<file path="src/rtl/audio_link_params.svh">
`ifndef AUDIO_LINK_PARAMS_SVH
`define AUDIO_LINK_PARAMS_SVH
// ==========================================
// Register map
`define GLOB_CTRL_OFFSET 8'h2C
`define GLOB_CTRL_RESET 32'h0000_0000
// Writable bits: 31:30, 23:20, 6:3
`define GLOB_CTRL_WMASK 32'hC0F0_0078
// ==========================================
// Field positions
`define SLOT_SEL_HI 31
`define SLOT_SEL_LO 30
`define WIDTH_HI 23
`define WIDTH_LO 22
`define CHAN_HI 21
`define CHAN_LO 20
`define WAKE_EN_HI 6
`define WAKE_EN_LO 4
`define LINK_OFF_BIT 3
// ==========================================
// Sample fetch
`define WIDE_SHIFT 12
`define WORD_HI 31
`define NARROW_HI 15
`define NARROW_PAD 4'h0
`define SAMPLE_RESET 20'h0_0000
`define RDATA_RESET 32'h0000_0000
`define NUM_CODECS 3
`define STATUS_INPUT 2
// ==========================================
// Slot pair masks, bit n is slot n
`define SLOT_MASK_NONE 12'h000
`define SLOT_MASK_7_8 12'h180
`define SLOT_MASK_6_9 12'h240
`define SLOT_MASK_10_11 12'hC00
`endif

</file>
<file path="src/rtl/audio_link_pkg.sv">
`default_nettype none
package audio_link_pkg;
  // Slot pair carrying the digital-audio stream
  typedef enum logic [1:0] {
    slot_reserved = 2'h0,
    slot_7_8 = 2'h1,
    slot_6_9 = 2'h2,
    slot_10_11 = 2'h3
  } slot_map_e;
  // PCM output sample width
  typedef enum logic [1:0] {
    width_16 = 2'h0,
    width_20 = 2'h1,
    width_res2 = 2'h2,
    width_res3 = 2'h3
  } sample_width_e;
  // PCM output channel count
  typedef enum logic [1:0] {
    chan_2 = 2'h0,
    chan_4 = 2'h1,
    chan_6 = 2'h2,
    chan_res = 2'h3
  } chan_mode_e;
  typedef logic [11:0] slot_mask_t;
endpackage
`default_nettype wire

</file>
<file path="src/rtl/audio_link_global_control.sv">
// Operation
// RULE1: While run is set, digital audio uses slot pair chosen by slot map.
// RULE2: No overlap check between digital-audio slots and PCM slots; software avoids conflicts.
// RULE3: Width field 00 selects 16-bit, 01 selects 20-bit; others reserved.
// RULE4: Width setting affects only PCM output, not mic or digital-audio channels.
// RULE5: Wide samples are 32-bit words; sample taken from top bits.
// RULE6: Channel field 00 two, 01 four, 10 six channels; 11 reserved.
// RULE7: Input 2 wake raises interrupt only when its enable is set.
// RULE8: Input 1 wake raises interrupt only when its enable is set.
// RULE9: Input 0 wake raises interrupt only when its enable is set.
// RULE10: Link shut-off disables all link outputs; clearing restores normal operation.
// RULE11: Run bit starts bus master; clearing pauses and keeps state.
// RULE12: Input 2 wake sets sticky flag, cleared by writing one.
// RULE13: Reserved bits read zero, ignore writes; register resets to zero.
`timescale 1ns/1ps
`default_nettype none
`include "audio_link_params.svh"
module audio_link_global_control (
  // Clock, reset, enable
  input wire logic ref_clk,
  input wire logic reset,
  input wire logic clk_en,
  // Register port
  input wire logic [7:0] reg_addr,
  input wire logic reg_wr,
  input wire logic reg_rd,
  input wire logic [31:0] reg_wdata,
  output logic [31:0] reg_rdata,
  // Wake flag on input 2, write-one-to-clear
  input wire logic wake2_clear,
  output logic codec_in2_wake_flag,
  // Bus master run, per-channel
  input wire logic bus_master_run,
  // Codec inputs from pins
  input wire logic [2:0] codec_serial_input,
  // Sample path for PCM out, memory word in
  input wire logic [31:0] pcm_mem_word,
  output logic [19:0] pcm_sample,
  // Link outputs
  input wire logic link_sync_in,
  input wire logic link_sdout_in,
  output logic link_sync,
  output logic link_sdout,
  output logic link_out_en,
  // Decoded controls
  output audio_link_pkg::slot_mask_t spdif_slots,
  output audio_link_pkg::sample_width_e pcm_out_sample_width,
  output audio_link_pkg::chan_mode_e pcm_chan_mode,
  output logic [2:0] codec_wake_irq
);
  import audio_link_pkg::*;

  // ==========================================
  // Internal state and next values
  logic [31:0] ctrl, next_ctrl;
  logic [31:0] next_rdata;
  logic [19:0] next_sample;
  logic next_link_sync;
  logic next_link_sdout;
  logic next_link_out_en;
  // Per-input wake status and controls
  logic [2:0] wake_flags;
  logic [2:0] wake_en;
  logic [2:0] wake_clear;
  // Decoded register fields
  logic link_off;
  slot_map_e slot_map;
  slot_mask_t slot_mask;

  // ==========================================
  // Slot pair decode
  function automatic slot_mask_t slot_decode(input slot_map_e m);
    slot_mask_t s;
    s = `SLOT_MASK_NONE;
    case (m)
      slot_7_8: s = `SLOT_MASK_7_8;
      slot_6_9: s = `SLOT_MASK_6_9;
      slot_10_11: s = `SLOT_MASK_10_11;
      default: s = `SLOT_MASK_NONE; // Reserved map sends nothing
    endcase
    return s;
  endfunction

  // Register select, shared by the write and read paths
  function automatic logic hits_ctrl(input logic [7:0] a);
    return a == `GLOB_CTRL_OFFSET;
  endfunction

  // Left-align a narrow sample, or take the top bits of a wide word
  function automatic logic [19:0] align_sample(input sample_width_e w, input logic [31:0] word);
    logic [19:0] s;
    if (w == width_20) begin
      s = word[`WORD_HI:`WIDE_SHIFT]; // RULE5
    end else begin
      s = {word[`NARROW_HI:0], `NARROW_PAD};
    end
    return s;
  endfunction

  // ==========================================
  // Control register
  // Reserved bits are masked on the way in, so they read back as zero
  // without a separate read mask
  always_comb begin
    next_ctrl = ctrl;
    if (reg_wr && hits_ctrl(reg_addr)) begin
      next_ctrl = reg_wdata & `GLOB_CTRL_WMASK; // RULE13
    end
  end

  // Control register flops, frozen while the clock enable is low
  always_ff @(posedge ref_clk or posedge reset) begin
    if (reset) begin
      ctrl <= `GLOB_CTRL_RESET; // RULE13
    end else if (clk_en) begin
      ctrl <= next_ctrl;
    end
  end

  // ==========================================
  // Field decode
  // Reserved width and channel codes pass through unchanged; the
  // consumers treat them as undefined
  assign wake_en = ctrl[`WAKE_EN_HI:`WAKE_EN_LO];
  assign link_off = ctrl[`LINK_OFF_BIT];
  assign slot_map = slot_map_e'(ctrl[`SLOT_SEL_HI:`SLOT_SEL_LO]);
  assign slot_mask = slot_decode(slot_map);
  assign pcm_out_sample_width = sample_width_e'(ctrl[`WIDTH_HI:`WIDTH_LO]); // RULE3
  assign pcm_chan_mode = chan_mode_e'(ctrl[`CHAN_HI:`CHAN_LO]); // RULE6
  // Slots driven only while running; overlap with PCM slots is not
  // checked, so a clashing map is left to software
  assign spdif_slots = bus_master_run ? slot_mask : `SLOT_MASK_NONE; // RULE1 RULE2 RULE11

  // ==========================================
  // Wake flags per codec input
  // Inputs 0 and 1 have no status bit: their flag clears every cycle,
  // so each wake edge gives a one-cycle interrupt pulse while its enable bit is set
  // Pins are asynchronous; each flag module synchronises its own input
  assign wake_clear = {wake2_clear, 2'h3};
  genvar i;
  for (i = 0; i < `NUM_CODECS; i++) begin : g_wake
    wake_flag u_wake (
      .ref_clk(ref_clk),
      .reset(reset),
      .clk_en(clk_en),
      .wake_pin(codec_serial_input[i]),
      .clear(wake_clear[i]),
      .irq_en(wake_en[i]),
      .flag(wake_flags[i]),
      .irq(codec_wake_irq[i]) // RULE7 RULE8 RULE9
    );
  end
  // Only input 2 keeps a sticky status bit
  assign codec_in2_wake_flag = wake_flags[`STATUS_INPUT]; // RULE12

  // ==========================================
  // PCM sample fetch, PCM channel only; mic and digital-audio
  // paths never see the width field
  always_comb begin
    next_sample = align_sample(pcm_out_sample_width, pcm_mem_word); // RULE4
  end

  // Sample flops
  always_ff @(posedge ref_clk or posedge reset) begin
    if (reset) begin
      pcm_sample <= `SAMPLE_RESET;
    end else if (clk_en) begin
      pcm_sample <= next_sample;
    end
  end

  // ==========================================
  // Register read
  // Unmapped addresses read zero; the data holds until the next read
  always_comb begin
    next_rdata = reg_rdata;
    if (reg_rd) begin
      next_rdata = hits_ctrl(reg_addr) ? ctrl : `RDATA_RESET; // RULE13
    end
  end

  // Read data flops
  always_ff @(posedge ref_clk or posedge reset) begin
    if (reset) begin
      reg_rdata <= `RDATA_RESET;
    end else if (clk_en) begin
      reg_rdata <= next_rdata;
    end
  end

  // ==========================================
  // Link outputs
  // Shut-off forces data low and drops the enable, so the pads fall to
  // their pull-downs; registered so toggling the bit cannot glitch a pin
  always_comb begin
    next_link_sync = link_sync_in;
    next_link_sdout = link_sdout_in;
    next_link_out_en = 1'b1;
    if (link_off) begin
      next_link_sync = 1'b0; // RULE10
      next_link_sdout = 1'b0; // RULE10
      next_link_out_en = 1'b0; // RULE10
    end
  end

  // Link output flops, disabled while in reset
  always_ff @(posedge ref_clk or posedge reset) begin
    if (reset) begin
      link_sync <= 1'b0;
      link_sdout <= 1'b0;
      link_out_en <= 1'b0;
    end else if (clk_en) begin
      link_sync <= next_link_sync;
      link_sdout <= next_link_sdout;
      link_out_en <= next_link_out_en;
    end
  end
endmodule
`default_nettype wire

</file>
<file path="src/rtl/wake_flag.sv">
`timescale 1ns/1ps
`default_nettype none
`include "audio_link_params.svh"
module wake_flag (
  // Clock and reset
  input wire logic ref_clk,
  input wire logic reset,
  input wire logic clk_en,
  // Event in, synchronised
  input wire logic wake_pin,
  // Clear strobe and enable
  input wire logic clear,
  input wire logic irq_en,
  // Status out
  output logic flag,
  output logic irq
);
  logic sync1, sync2, last;
  logic next_flag;
  logic rise;
  // ==========================================
  // Edge detect and sticky flag
  always_comb begin
    rise = sync2 & ~last;
    next_flag = flag;
    if (clear) begin
      next_flag = 1'b0;
    end
    if (rise) begin
      next_flag = 1'b1;
    end
  end
  // Registers, set wins over clear
  always_ff @(posedge ref_clk or posedge reset) begin
    if (reset) begin
      sync1 <= 1'b0;
      sync2 <= 1'b0;
      last <= 1'b0;
      flag <= 1'b0;
    end else if (clk_en) begin
      sync1 <= wake_pin;
      sync2 <= sync1;
      last <= sync2;
      flag <= next_flag;
    end
  end
  // Interrupt gated by its enable
  assign irq = flag & irq_en;
endmodule
`default_nettype wire

</file>
<file path="config.mk">
export PLATFORM = sky130hd
export DESIGN_NAME = audio_link_global_control
export DESIGN_NICKNAME = d
export VERILOG_FILES = /design/src/rtl/audio_link_pkg.sv /design/src/rtl/audio_link_global_control.sv /design/src/rtl/wake_flag.sv
export VERILOG_INCLUDE_DIRS = /design/src /design/src/rtl
export SDC_FILE = /design/constraint.sdc
export NUM_CORES = 1
export LEC_CHECK = 0
export BUFFER_PORTS_ARGS = -buffer_cell sky130_fd_sc_hd__buf_4
export CELL_PAD_IN_SITES_DETAIL_PLACEMENT = 0
export CELL_PAD_IN_SITES_GLOBAL_PLACEMENT = 1
export CORE_MARGIN = 8
export CORE_UTILIZATION = 32
export CTS_BUF_LIST = sky130_fd_sc_hd__clkbuf_8
export CTS_CLUSTER_DIAMETER = 100
export DETAILED_ROUTE_END_ITERATION = 6
export PLACE_DENSITY = 0.92
export SETUP_SLACK_MARGIN = 0.02
export SKIP_LAST_GASP = 1
export SLEW_MARGIN = 20
export SYNTH_ARGS = -nofsm -noshare
export SYNTH_HDL_FRONTEND = slang
export SYNTH_HIERARCHICAL = 1
export SYNTH_SLANG_ARGS = --single-unit
</file>
<file path="constraint.sdc">
create_clock -name ref_clk -period 1.82 [get_ports ref_clk]
set_input_delay 0.182 -clock ref_clk [delete_from_list [all_inputs] [get_ports ref_clk]]
set_output_delay 0.182 -clock ref_clk [all_outputs]
set_load 0.01 [all_outputs]
</file>
==> results of run 1 <==
-- worst reg2reg max path: cells and delay by family (launching register included) --
kind / cells / cell delay [ns]
buffers and inverters: 1 / 0.31
AOI/OAI and AO/OA: 1 / 0.09
DFF: 1 / 0.43
muxes: 1 / 0.27
and+or+nand+nor: 1 / 0.12
-- placed cells by master, fill, tap and decap left out --
cell type and instances:
buf_4 110, inv_2 1, nor2_1 18, nand3_1 4, clkinv_2 1, nor4_4 1
and3b_1 1, mux2i_1 16, and2_1 4, and3_1 1, o21ai_0 17, conb_1 30
inv_1 11, o2bb2ai_1 3, a21o_1 1, dlygate4sd3_1 1, dfrtp_1 55, buf_12 2
or3_2 1, or2_2 1, a22o_1 2, clkbuf_8 6, mux2_2 16, a21oi_1 16
nand2_1 30, or4b_4 1, nor2b_2 1
-- routing by layer --
layer | vias up | GRT usage | wire (um)
li1 | 959 | - | -
met1 | 936 | 0.127 | 2500
met2 | 71 | 0.202 | 3360
met3 | 9 | 0.0493 | 614
met4 | 0 | 0.0312 | 106
met5 | - | 0 | 0
-- power by group through the flow --
stage / clock network (mW) / registers (mW) / logic, mW
6_report: 0.671 / 1.36 / 0.417
5_1_grt: 0.761 / 1.37 / 0.464
4_1_cts: 0.710 / 1.36 / 0.424
3_5_place_dp: 0 / 1.38 / 0.421
3_3_place_gp: 0 / 1.38 / 0.410
2_1_floorplan: 0 / 1.39 / 0.219
-- kinds of logic after synthesis --
group | synth area share
and+or+nand+nor | 0.115
buffers and inverters | 0.133
DFF | 0.534
AOI/OAI and AO/OA | 0.0840
muxes | 0.132
other | 0.00291
-- worst min path at each step --
stage	start	to	slack, ns	cells past startpoint
2_1_floorplan	reset	g_wake[0].u_wake/flag	-0.05	1
3_3_place_gp	reset	g_wake[1].u_wake/sync1	0.10	2
3_5_place_dp	reset	g_wake[0].u_wake/last	0.11	2
4_1_cts	link_sync_in	link_sync	0.08	2
5_1_grt	link_sdout_in	link_sdout	0.08	2
6_report	link_sdout_in	link_sdout	0.09	2
-- state kept, by name (all words and copies together), names as in the netlist --
name and count:
g_wake.u_wake/sync2 3, link_sync 1, g_wake.u_wake/last 3, pcm_sample 20, link_out_en 1, reg_rdata 10
g_wake.u_wake/flag 3, link_sdout 1, ctrl 10, g_wake.u_wake/sync1 3
-- per-stage QoR --
step,std cells,cell area [um^2],util
2_1_floorplan,275,2680,-
3_3_place_gp,445,3380,0.435
3_5_place_dp,445,3380,0.435
4_1_cts,453,3480,0.448
5_1_grt,453,3480,0.448
6_report,453,3480,0.448
-- cell type report --
cell class / count / share of cell area
Clock buffer: 6 / 0.0237
Tap cell: 102 / 0.0367
Multi-Input combinational cell: 164 / 0.278
Inverter: 12 / 0.0129
Sequential cell: 55 / 0.396
Clock inverter: 1 / 0.00144
Timing Repair Buffer: 113 / 0.252
==> impl_metrics.yaml, run 1 <==
clock_network:
  clock_sink_count: 55
  tritoncts: "yes"
  cts-buffers-inserted: 5
  later_pin_clock_latency_in_the_skew_report_ns: 0.30
  cts_setup_buffers: 0
  ctsLongestPathBuffers: 2
  clk_root_buffer_cell: "clkbuf_8"
  postCtsResizedCells: 0
  ctsHoldBuffers: 1
  clk_pin_slew_worst_paths_ns: 0.09
  cts_max_level: 2
sta:
  hold_ws_ns: 0.0948
  timing_hold_violations_final: 0
  maxClockFrequency_mhz: 664
  setup-tns-final_ns: 0
  final.setup_skew_ns: 0.00544
  layout_setup_ws_ns: 0.315
  setup_viol: 0
  timing_max_transition_violations_final: 0
  min_period_ns: 1.51
  rsz_0062_raised_after_global_routing: "false"
  timing.final.crit_share: 0.827
power_and_ir_drop:
  power_frac_clock: 0.274
  maximum_ir_drop_on_the_vdd_rail_mv: 0.338
  power.switching_uw: 623
  power-per-cell-area_nw_per_um2: 703
  swShare: 0.254
  p_leak_nw: 1.72
  power.internal_mw: 1.82
  power.combinational.fraction: 0.170
  power.total_mw: 2.45
  seq_power_share: 0.555
logic_synthesis:
  synth_area_leaders: "dfrtp_1 53%, buf_4 10%, mux2_2 7.0%"
  synth.yosys.seq_area_share: 0.534
  syn-cell-area_um2: 2580
  synth-seq-cells: 55
  synth_cells: 247
  yosys.area.top_type: "dfrtp_1"
  async_reset_ff_frac: 1.00
  post_synth_num_cell_types: 24
  post-synth-top-count-cell: "dfrtp_1"
  synth_ff_type: "dfrtp_1"
  synthDominantCellAreaShare: 0.534
  top_cell_types_by_occurrence_after_synthesis: "55 x dfrtp_1, 35 x buf_4, 30 x nand2_1"
  yosys_warnings: 6
  avgSynthCellArea_um2: 10.4
  count_of_flip_flops_with_a_built_in_enable_after_synthesis: 0
place:
  placement.setup.worst_slack_ns: -0.0171
  dp_hpwl_um: 5280
  routabilityCongestion: 0.704
  buffer_ports.inserted: 108
critical_path:
  crit_path_start_kind: "input pin"
  critical_register_to_register_path_endpoint: "pcm_sample[11]"
  cpMaxStageDelayCell: "or4b_4"
  critPathCaptureType: "register"
  source_of_the_critical_timing_path: "reg_addr[4]"
  r2r_cells: 4
  worst-path-buf-inv: 2
  r2r_start: "ctrl[23]"
  worst-path-stages: 5
  crit_fanout: 10
  worstPathCellList: "buf_4, or4b_4, nor4_4, buf_12, mux2_2"
  worst-r2r-setup-slack_ns: 0.48
  critical-path-top-delay-family: "simple AND/OR/NAND/NOR gates"
  cp_slowest_stage_delay_ns: 0.56
  critical_path_class: "in2reg"
  timing.critical_path.to: "ctrl[5]"
  critical_path_required_ns: 2.01
  critPathArrivalTime_ns: 1.70
floorplan:
  dieWidth_um: 106
  io_pins: 159
  design.die.area_um2: 11200
  chipHeight_um: 106
  core-area_um2: 7770
  placement_rows: 32
  starting_utilization_of_the_core_area: 0.332
grt:
  antenna_found_initial: 0
  grt_overflow_total: 0
  grt_max_degree: 53
  via_count_of_the_first_global_routing_pass: 2142
  grt_first_pass_wirelength_um: 10700
  grt_util_all_layers: 0.116
route:
  ant_nets: 0
  detail_route.wl_per_cell_um: 14.5
  drt_pre_antenna_iters: 3
  first_iter_violations: 47
  routed_wire_length_um: 6580
  routed_via_density: 4.36
  detailroute.via_count: 1975
  drc_errors_left: 0
job:
  maxCapViolations: 0
final_layout:
  multi_input_comb_area_um2: 967
  seqCellArea_um2: 1380
  n_antenna_cell: 0
  nets: 435
  n_fill_cell: 781
  syn_to_layout_area_delta_pct: 35.0
  layout-drive-gt1-share: 0.402
min_path:
  holdCritPathClass: "in2reg"
status:
  run_status: "complete, no violations"
Power figures use the tool's default switching activity.
==> run 2: changes to the inputs <==
==> constraint.sdc (replaced) <==
create_clock -name ref_clk -period 1.4 [get_ports ref_clk]
set_input_delay 0.14 -clock ref_clk [delete_from_list [all_inputs] [get_ports ref_clk]]
set_output_delay 0.14 -clock ref_clk [all_outputs]
set_load 0.01 [all_outputs]
==> impl_metrics.yaml, run 2 (same netlist as run 1, synthesis figures left out) <==
power_and_ir_drop:
  swShare: 0.251
  power.total_mw: 3.38
  seq_power_share: 0.523
  power.switching_uw: 848
  power.internal_mw: 2.53
  power_frac_clock: 0.314
  p_leak_nw: 1.75
  power-per-cell-area_nw_per_um2: 954
  maximum_ir_drop_on_the_vdd_rail_mv: 0.704
  power.combinational.fraction: 0.163
critical_path:
  critical-path-top-delay-family: "simple AND/OR/NAND/NOR gates"
  crit_path_start_kind: "input pin"
  cpMaxStageDelayCell: "or4b_4"
  critical_path_class: "in2reg"
  crit_fanout: 5
  critical_path_required_ns: 1.60
  most_frequent_cell_on_the_critical_path: "buf_4"
  cp_slowest_stage_delay_ns: 0.56
  critPathArrivalTime_ns: 1.55
  worstPathCellList: "buf_4, or4b_4, nor4_4, buf_4, mux2_2"
  critPathCaptureType: "register"
  worst-path-buf-inv: 2
job:
  maxCapViolations: 0
sta:
  timing_max_transition_violations_final: 0
  maxClockFrequency_mhz: 742
  rsz_0062_raised_after_global_routing: "false"
  timing_hold_violations_final: 0
  final.setup_skew_ns: 0.0156
  min_period_ns: 1.35
  setup_viol: 0
  timing.final.crit_share: 0.962
  layout_setup_ws_ns: 0.0529
final_layout:
  nets: 438
  finalCoreUtilization: 0.455
  finished_cell_area_um2: 3540
  syn_to_layout_area_delta_pct: 37.2
  final_common_cell: "buf_4"
  n_fill_cell: 763
  layout-drive-gt1-share: 0.408
  largest_register_ffs: 20
  number_of_standard_cells_in_the_layout_taps_in_and_fillers_out: 457
  n_antenna_cell: 0
  reg.largest.list: "pcm_sample (20), ctrl (10), reg_rdata (10)"
  most-common-layout-cells: "112 x buf_4, 55 x dfrtp_1, 30 x nand2_1, 30 x conb_1, 18 x nor2_1"
  top_register: "pcm_sample"
floorplan:
  dieWidth_um: 106
  io_pins: 159
  core-area_um2: 7770
  design.die.area_um2: 11200
  starting_utilization_of_the_core_area: 0.332
  placement_rows: 32
  chipHeight_um: 106
clock_network:
  tritoncts: "yes"
  clk_root_buffer_cell: "clkbuf_8"
  clk_pin_slew_worst_paths_ns: 0.10
  later_pin_clock_latency_in_the_skew_report_ns: 0.30
  clock_sink_count: 55
  cts_setup_buffers: 0
  cts-buffers-inserted: 5
  ctsLongestPathBuffers: 2
  cts_max_level: 2
place:
  placement.setup.worst_slack_ns: -0.360
  buffer_ports.inserted: 108
  dp_hpwl_um: 5350
  placed_area_um2: 3400
  routabilityCongestion: 0.717
  place_inst: 447
route:
  detail_route.wl_per_cell_um: 14.5
  drt_pre_antenna_iters: 4
  first_iter_violations: 40
  routed_wire_length_um: 6640
  ant_nets: 0
  drc_errors_left: 0
  detailroute.via_count: 1962
  routed_via_density: 4.29
grt:
  grt_overflow_total: 0
  grt_util_all_layers: 0.113
  antenna_found_initial: 0
  via_count_of_the_first_global_routing_pass: 2120
  grt_max_degree: 38
  grt_first_pass_wirelength_um: 10400
status:
  run_status: "complete, no violations"
min_path:
  holdCritPathClass: "in2reg"
[run 2: stage by stage]
step           hold WS (ns)  TNS [ns]
4_1_cts              0.0343         0
2_1_floorplan       -0.0939     -3.88
6_report             0.0472         0
3_5_place_dp         0.0701     -6.62
3_3_place_gp         0.0637     -6.05
5_1_grt              0.0368         0
[run 2: worst paths after layout]
check                                       from                endpoint  slack [ns]  cells past startpoint
min                                 link_sync_in               link_sync        0.05                      2
max in group asynchronous                  reset          pcm_sample[10]        0.66                      4
min in group asynchronous                  reset  g_wake[2].u_wake/sync2        0.30                      3
max                                  reg_addr[6]                ctrl[22]        0.05                      5
max reg2reg                             ctrl[22]          pcm_sample[10]        0.13                      4
min reg2reg                g_wake[1].u_wake/last   g_wake[1].u_wake/flag        0.45                      1
[run 2: what timing repair did]
action / CTS / global route
pin swaps: 0 / 2
setup endpoints to repair: 15 / 10
endpoints found under the hold margin: 18 / 0
gates resized for setup: 2 / 2
hold buffers: 1 / 0
gates cloned: 0 / 1
[run 2: area by class of cell]
| class | count | area, um^2 | area share |
|---|---|---|---|
| clock buffers | 5 | 68.8 | 0.0195 |
| clock inverters | 3 | 46.3 | 0.0131 |
| inverters | 12 | 45.0 | 0.0127 |
| multi-input cells | 164 | 971 | 0.274 |
| flip-flops and latches | 55 | 1380 | 0.389 |
| well taps | 102 | 128 | 0.0361 |
| repair buffers | 116 | 902 | 0.255 |
[run 2: layer usage]
layer,GRT usage,up-vias,share of wire
met5,0,-,0
met2,0.200,75,0.53
met1,0.128,919,0.39
met3,0.0408,2,0.079
met4,0.0211,0,0.0027
li1,-,966,-
[run 2: power groups by stage]
stage               Sequential, mW  Clock [mW]  Combinational [mW]
detailed placement            1.80           0               0.556
global route                  1.78        1.16               0.604
global placement              1.79           0               0.542
finish                        1.77        1.06               0.550
floorplan                     1.81           0               0.285
CTS                           1.77        1.11               0.559
==> run 3: changes to the inputs <==
--- a/config.mk
+++ b/config.mk
@@ -6,15 +6,16 @@
 export SDC_FILE = /design/constraint.sdc
 export NUM_CORES = 1
 export LEC_CHECK = 0
-export BUFFER_PORTS_ARGS = -buffer_cell sky130_fd_sc_hd__buf_4
+export BUFFER_PORTS_ARGS = -buffer_cell sky130_fd_sc_hd__buf_2
 export CELL_PAD_IN_SITES_DETAIL_PLACEMENT = 0
 export CELL_PAD_IN_SITES_GLOBAL_PLACEMENT = 1
 export CORE_MARGIN = 8
-export CORE_UTILIZATION = 32
+export CORE_UTILIZATION = 29
 export CTS_BUF_LIST = sky130_fd_sc_hd__clkbuf_8
 export CTS_CLUSTER_DIAMETER = 100
 export DETAILED_ROUTE_END_ITERATION = 6
-export PLACE_DENSITY = 0.92
+export GPL_TIMING_DRIVEN = 0
+export PLACE_DENSITY = 0.88
 export SETUP_SLACK_MARGIN = 0.02
 export SKIP_LAST_GASP = 1
 export SLEW_MARGIN = 20
==> constraint.sdc (replaced) <==
create_clock -name ref_clk -period 1.1 [get_ports ref_clk]
set_input_delay 0.11 -clock ref_clk [delete_from_list [all_inputs] [get_ports ref_clk]]
set_output_delay 0.11 -clock ref_clk [all_outputs]
set_load 0.01 [all_outputs]
==> impl_metrics.yaml, run 3 (same netlist as run 1, synthesis figures left out) <==
power_and_ir_drop:
  seq_power_share: 0.536
  power.switching_mw: 1.17
  power-per-cell-area_nw_per_um2: 1100
  swShare: 0.279
  maximum_ir_drop_on_the_vdd_rail_mv: 0.583
  power_frac_clock: 0.279
  power.internal_mw: 3.01
  p_leak_nw: 1.93
  power.combinational.fraction: 0.185
critical_path:
  r2r_cells: 4
  critical_register_to_register_path_endpoint: "pcm_sample[13]"
  critPathCaptureType: "register"
  critical_path_required_ns: 1.30
  crit_path_start_kind: "input pin"
  crit_fanout: 10
  cp_slowest_stage_delay_ns: 0.57
  worst-r2r-setup-slack_ns: -0.14
  worstPathCellList: "buf_6, or4b_4, nor4_4, buf_12, mux2_2"
  critPathArrivalTime_ns: 1.51
  source_of_the_critical_timing_path: "reg_addr[4]"
  r2r_start: "ctrl[23]"
  cpMaxStageDelayCell: "or4b_4"
  critical_path_class: "in2reg"
place:
  routabilityCongestion: 0.698
  dp_hpwl_um: 5380
  buffer_ports.inserted: 108
  placed_area_um2: 3370
sta:
  rsz_0062_raised_after_global_routing: "true"
  final.setup_skew_ns: 0.00718
  timing_max_transition_violations_final: 0
  maxClockFrequency_mhz: 764
  setup_viol: 40
  timing_hold_violations_final: 3
  max_slew.worst_pin.slew_ns: 0.932
  min_period_ns: 1.31
  timing.max_slew.rel_slack: 0.377
  hold_ws_ns: -0.0135
  layout_setup_ws_ns: -0.210
  timing.final.crit_share: 1.19
floorplan:
  dieWidth_um: 110
  placement_rows: 34
  core-area_um2: 8680
  chipHeight_um: 110
  io_pins: 159
  design.die.area_um2: 12200
  starting_utilization_of_the_core_area: 0.297
route:
  detailroute.via_count: 2149
  routed_wire_length_um: 7320
  ant_nets: 0
  routed_via_density: 4.20
  drc_errors_left: 0
  drt_pre_antenna_iters: 4
  detail_route.wl_per_cell_um: 14.3
  first_iter_violations: 73
job:
  maxCapViolations: 0
grt:
  grt_first_pass_wirelength_um: 10800
  grt_max_degree: 44
  antenna_found_initial: 0
  grt_overflow_total: 0
  grt_util_all_layers: 0.112
  via_count_of_the_first_global_routing_pass: 2182
final_layout:
  reg.largest.list: "pcm_sample (20), ctrl (10), reg_rdata (10)"
  final_common_cell: "buf_2"
  syn_to_layout_area_delta_pct: 46.6
  finished_cell_area_um2: 3780
  nets: 487
  top_register: "pcm_sample"
  n_fill_cell: 874
  finalCoreUtilization: 0.435
  most-common-layout-cells: "97 x buf_2, 55 x dfrtp_1, 40 x buf_4, 30 x nand2_1, 30 x conb_1"
  n_antenna_cell: 0
  largest_register_ffs: 20
  layout-drive-gt1-share: 0.500
clock_network:
  later_pin_clock_latency_in_the_skew_report_ns: 0.31
  cts-buffers-inserted: 5
  clk_root_buffer_cell: "clkbuf_8"
  tritoncts: "yes"
  clock_sink_count: 55
  ctsLongestPathBuffers: 2
  cts_max_level: 2
  clk_pin_slew_worst_paths_ns: 0.11
min_path:
  holdCritPathClass: "in2async"
status:
  run_status: "complete, but fails checks"
  violated_checks: "hold timing, setup timing"
run 3: cell types whose count changed in the layout (fill, tap and decap cells not counted), sizes merged:
cell | previous run | this run
bufinv | 1 | 0
buf | 115 | 158
clkbuf | 5 | 10
clkinvlp | 1 | 2
or3 | 1 | 2
run 3: through the flow:
| step | cells | power [mW] | TNS [ns] | setup WS, ns | hold WS, ns |
|---|---|---|---|---|---|
| final | 512 | 4.17 | -4.65 | -0.210 | -0.0135 |
| after global routing | 512 | 4.38 | -6.46 | -0.240 | 0.00232 |
| after CTS | 510 | 4.17 | -4.13 | -0.193 | 0.00880 |
| after detailed placement | 491 | 2.95 | -24.15 | -1.06 | 0.0452 |
| after global placement | 491 | 2.93 | -22.85 | -1.01 | 0.0483 |
| after floorplan | 275 | 2.67 | -9.36 | -0.533 | -0.124 |
run 3: area by class of cell:
type	count	area [um^2]	share of cell area
sequential	55	1380	0.364
tap	108	135	0.0358
timing repair buffer	125	767	0.203
buffer	39	304	0.0805
clock inverter	3	20.0	0.00530
inverter	12	48.8	0.0129
multi-input combinational	165	1060	0.280
clock buffer	5	68.8	0.0182
run 3: power groups by stage:
stage / logic [mW] / registers (mW) / clock network, mW
6_report: 0.770 / 2.24 / 1.16
2_1_floorplan: 0.365 / 2.30 / 0
3_3_place_gp: 0.654 / 2.28 / 0
4_1_cts: 0.736 / 2.24 / 1.20
3_5_place_dp: 0.671 / 2.28 / 0
5_1_grt: 0.850 / 2.26 / 1.27
run 3: layer usage:
layer  vias up  track usage  wire length [um]
met4         0       0.0228                41
met2        71        0.205              3780
met5         -            0                 0
li1       1065            -                 -
met3         5       0.0297               580
met1      1008        0.128              2920
run 3: worst max-delay path: cells and delay by family:
kind	cells	cell delay, ns
mux	1	0.34
simple gates	2	0.77
buf+inv	2	0.27
run 3: worst max path at each step:
stage / end
floorplan: ctrl[20]
global placement: ctrl[20]
detailed placement: ctrl[20]
CTS: spdif_slots[8]
global route: spdif_slots[8]
finish: ctrl[31]
run 3: what timing repair did:
| item | 4_1_cts | 5_1_grt |
|---|---|---|
| buffers inserted | 13 | 2 |
| gates resized for setup | 28 | 28 |
| hold buffers | 1 | 0 |
| setup endpoints to repair | 53 | 54 |
| pin swaps | 7 | 8 |
| endpoints found under the hold margin | 12 | 0 |
| cloned | 1 | 1 |
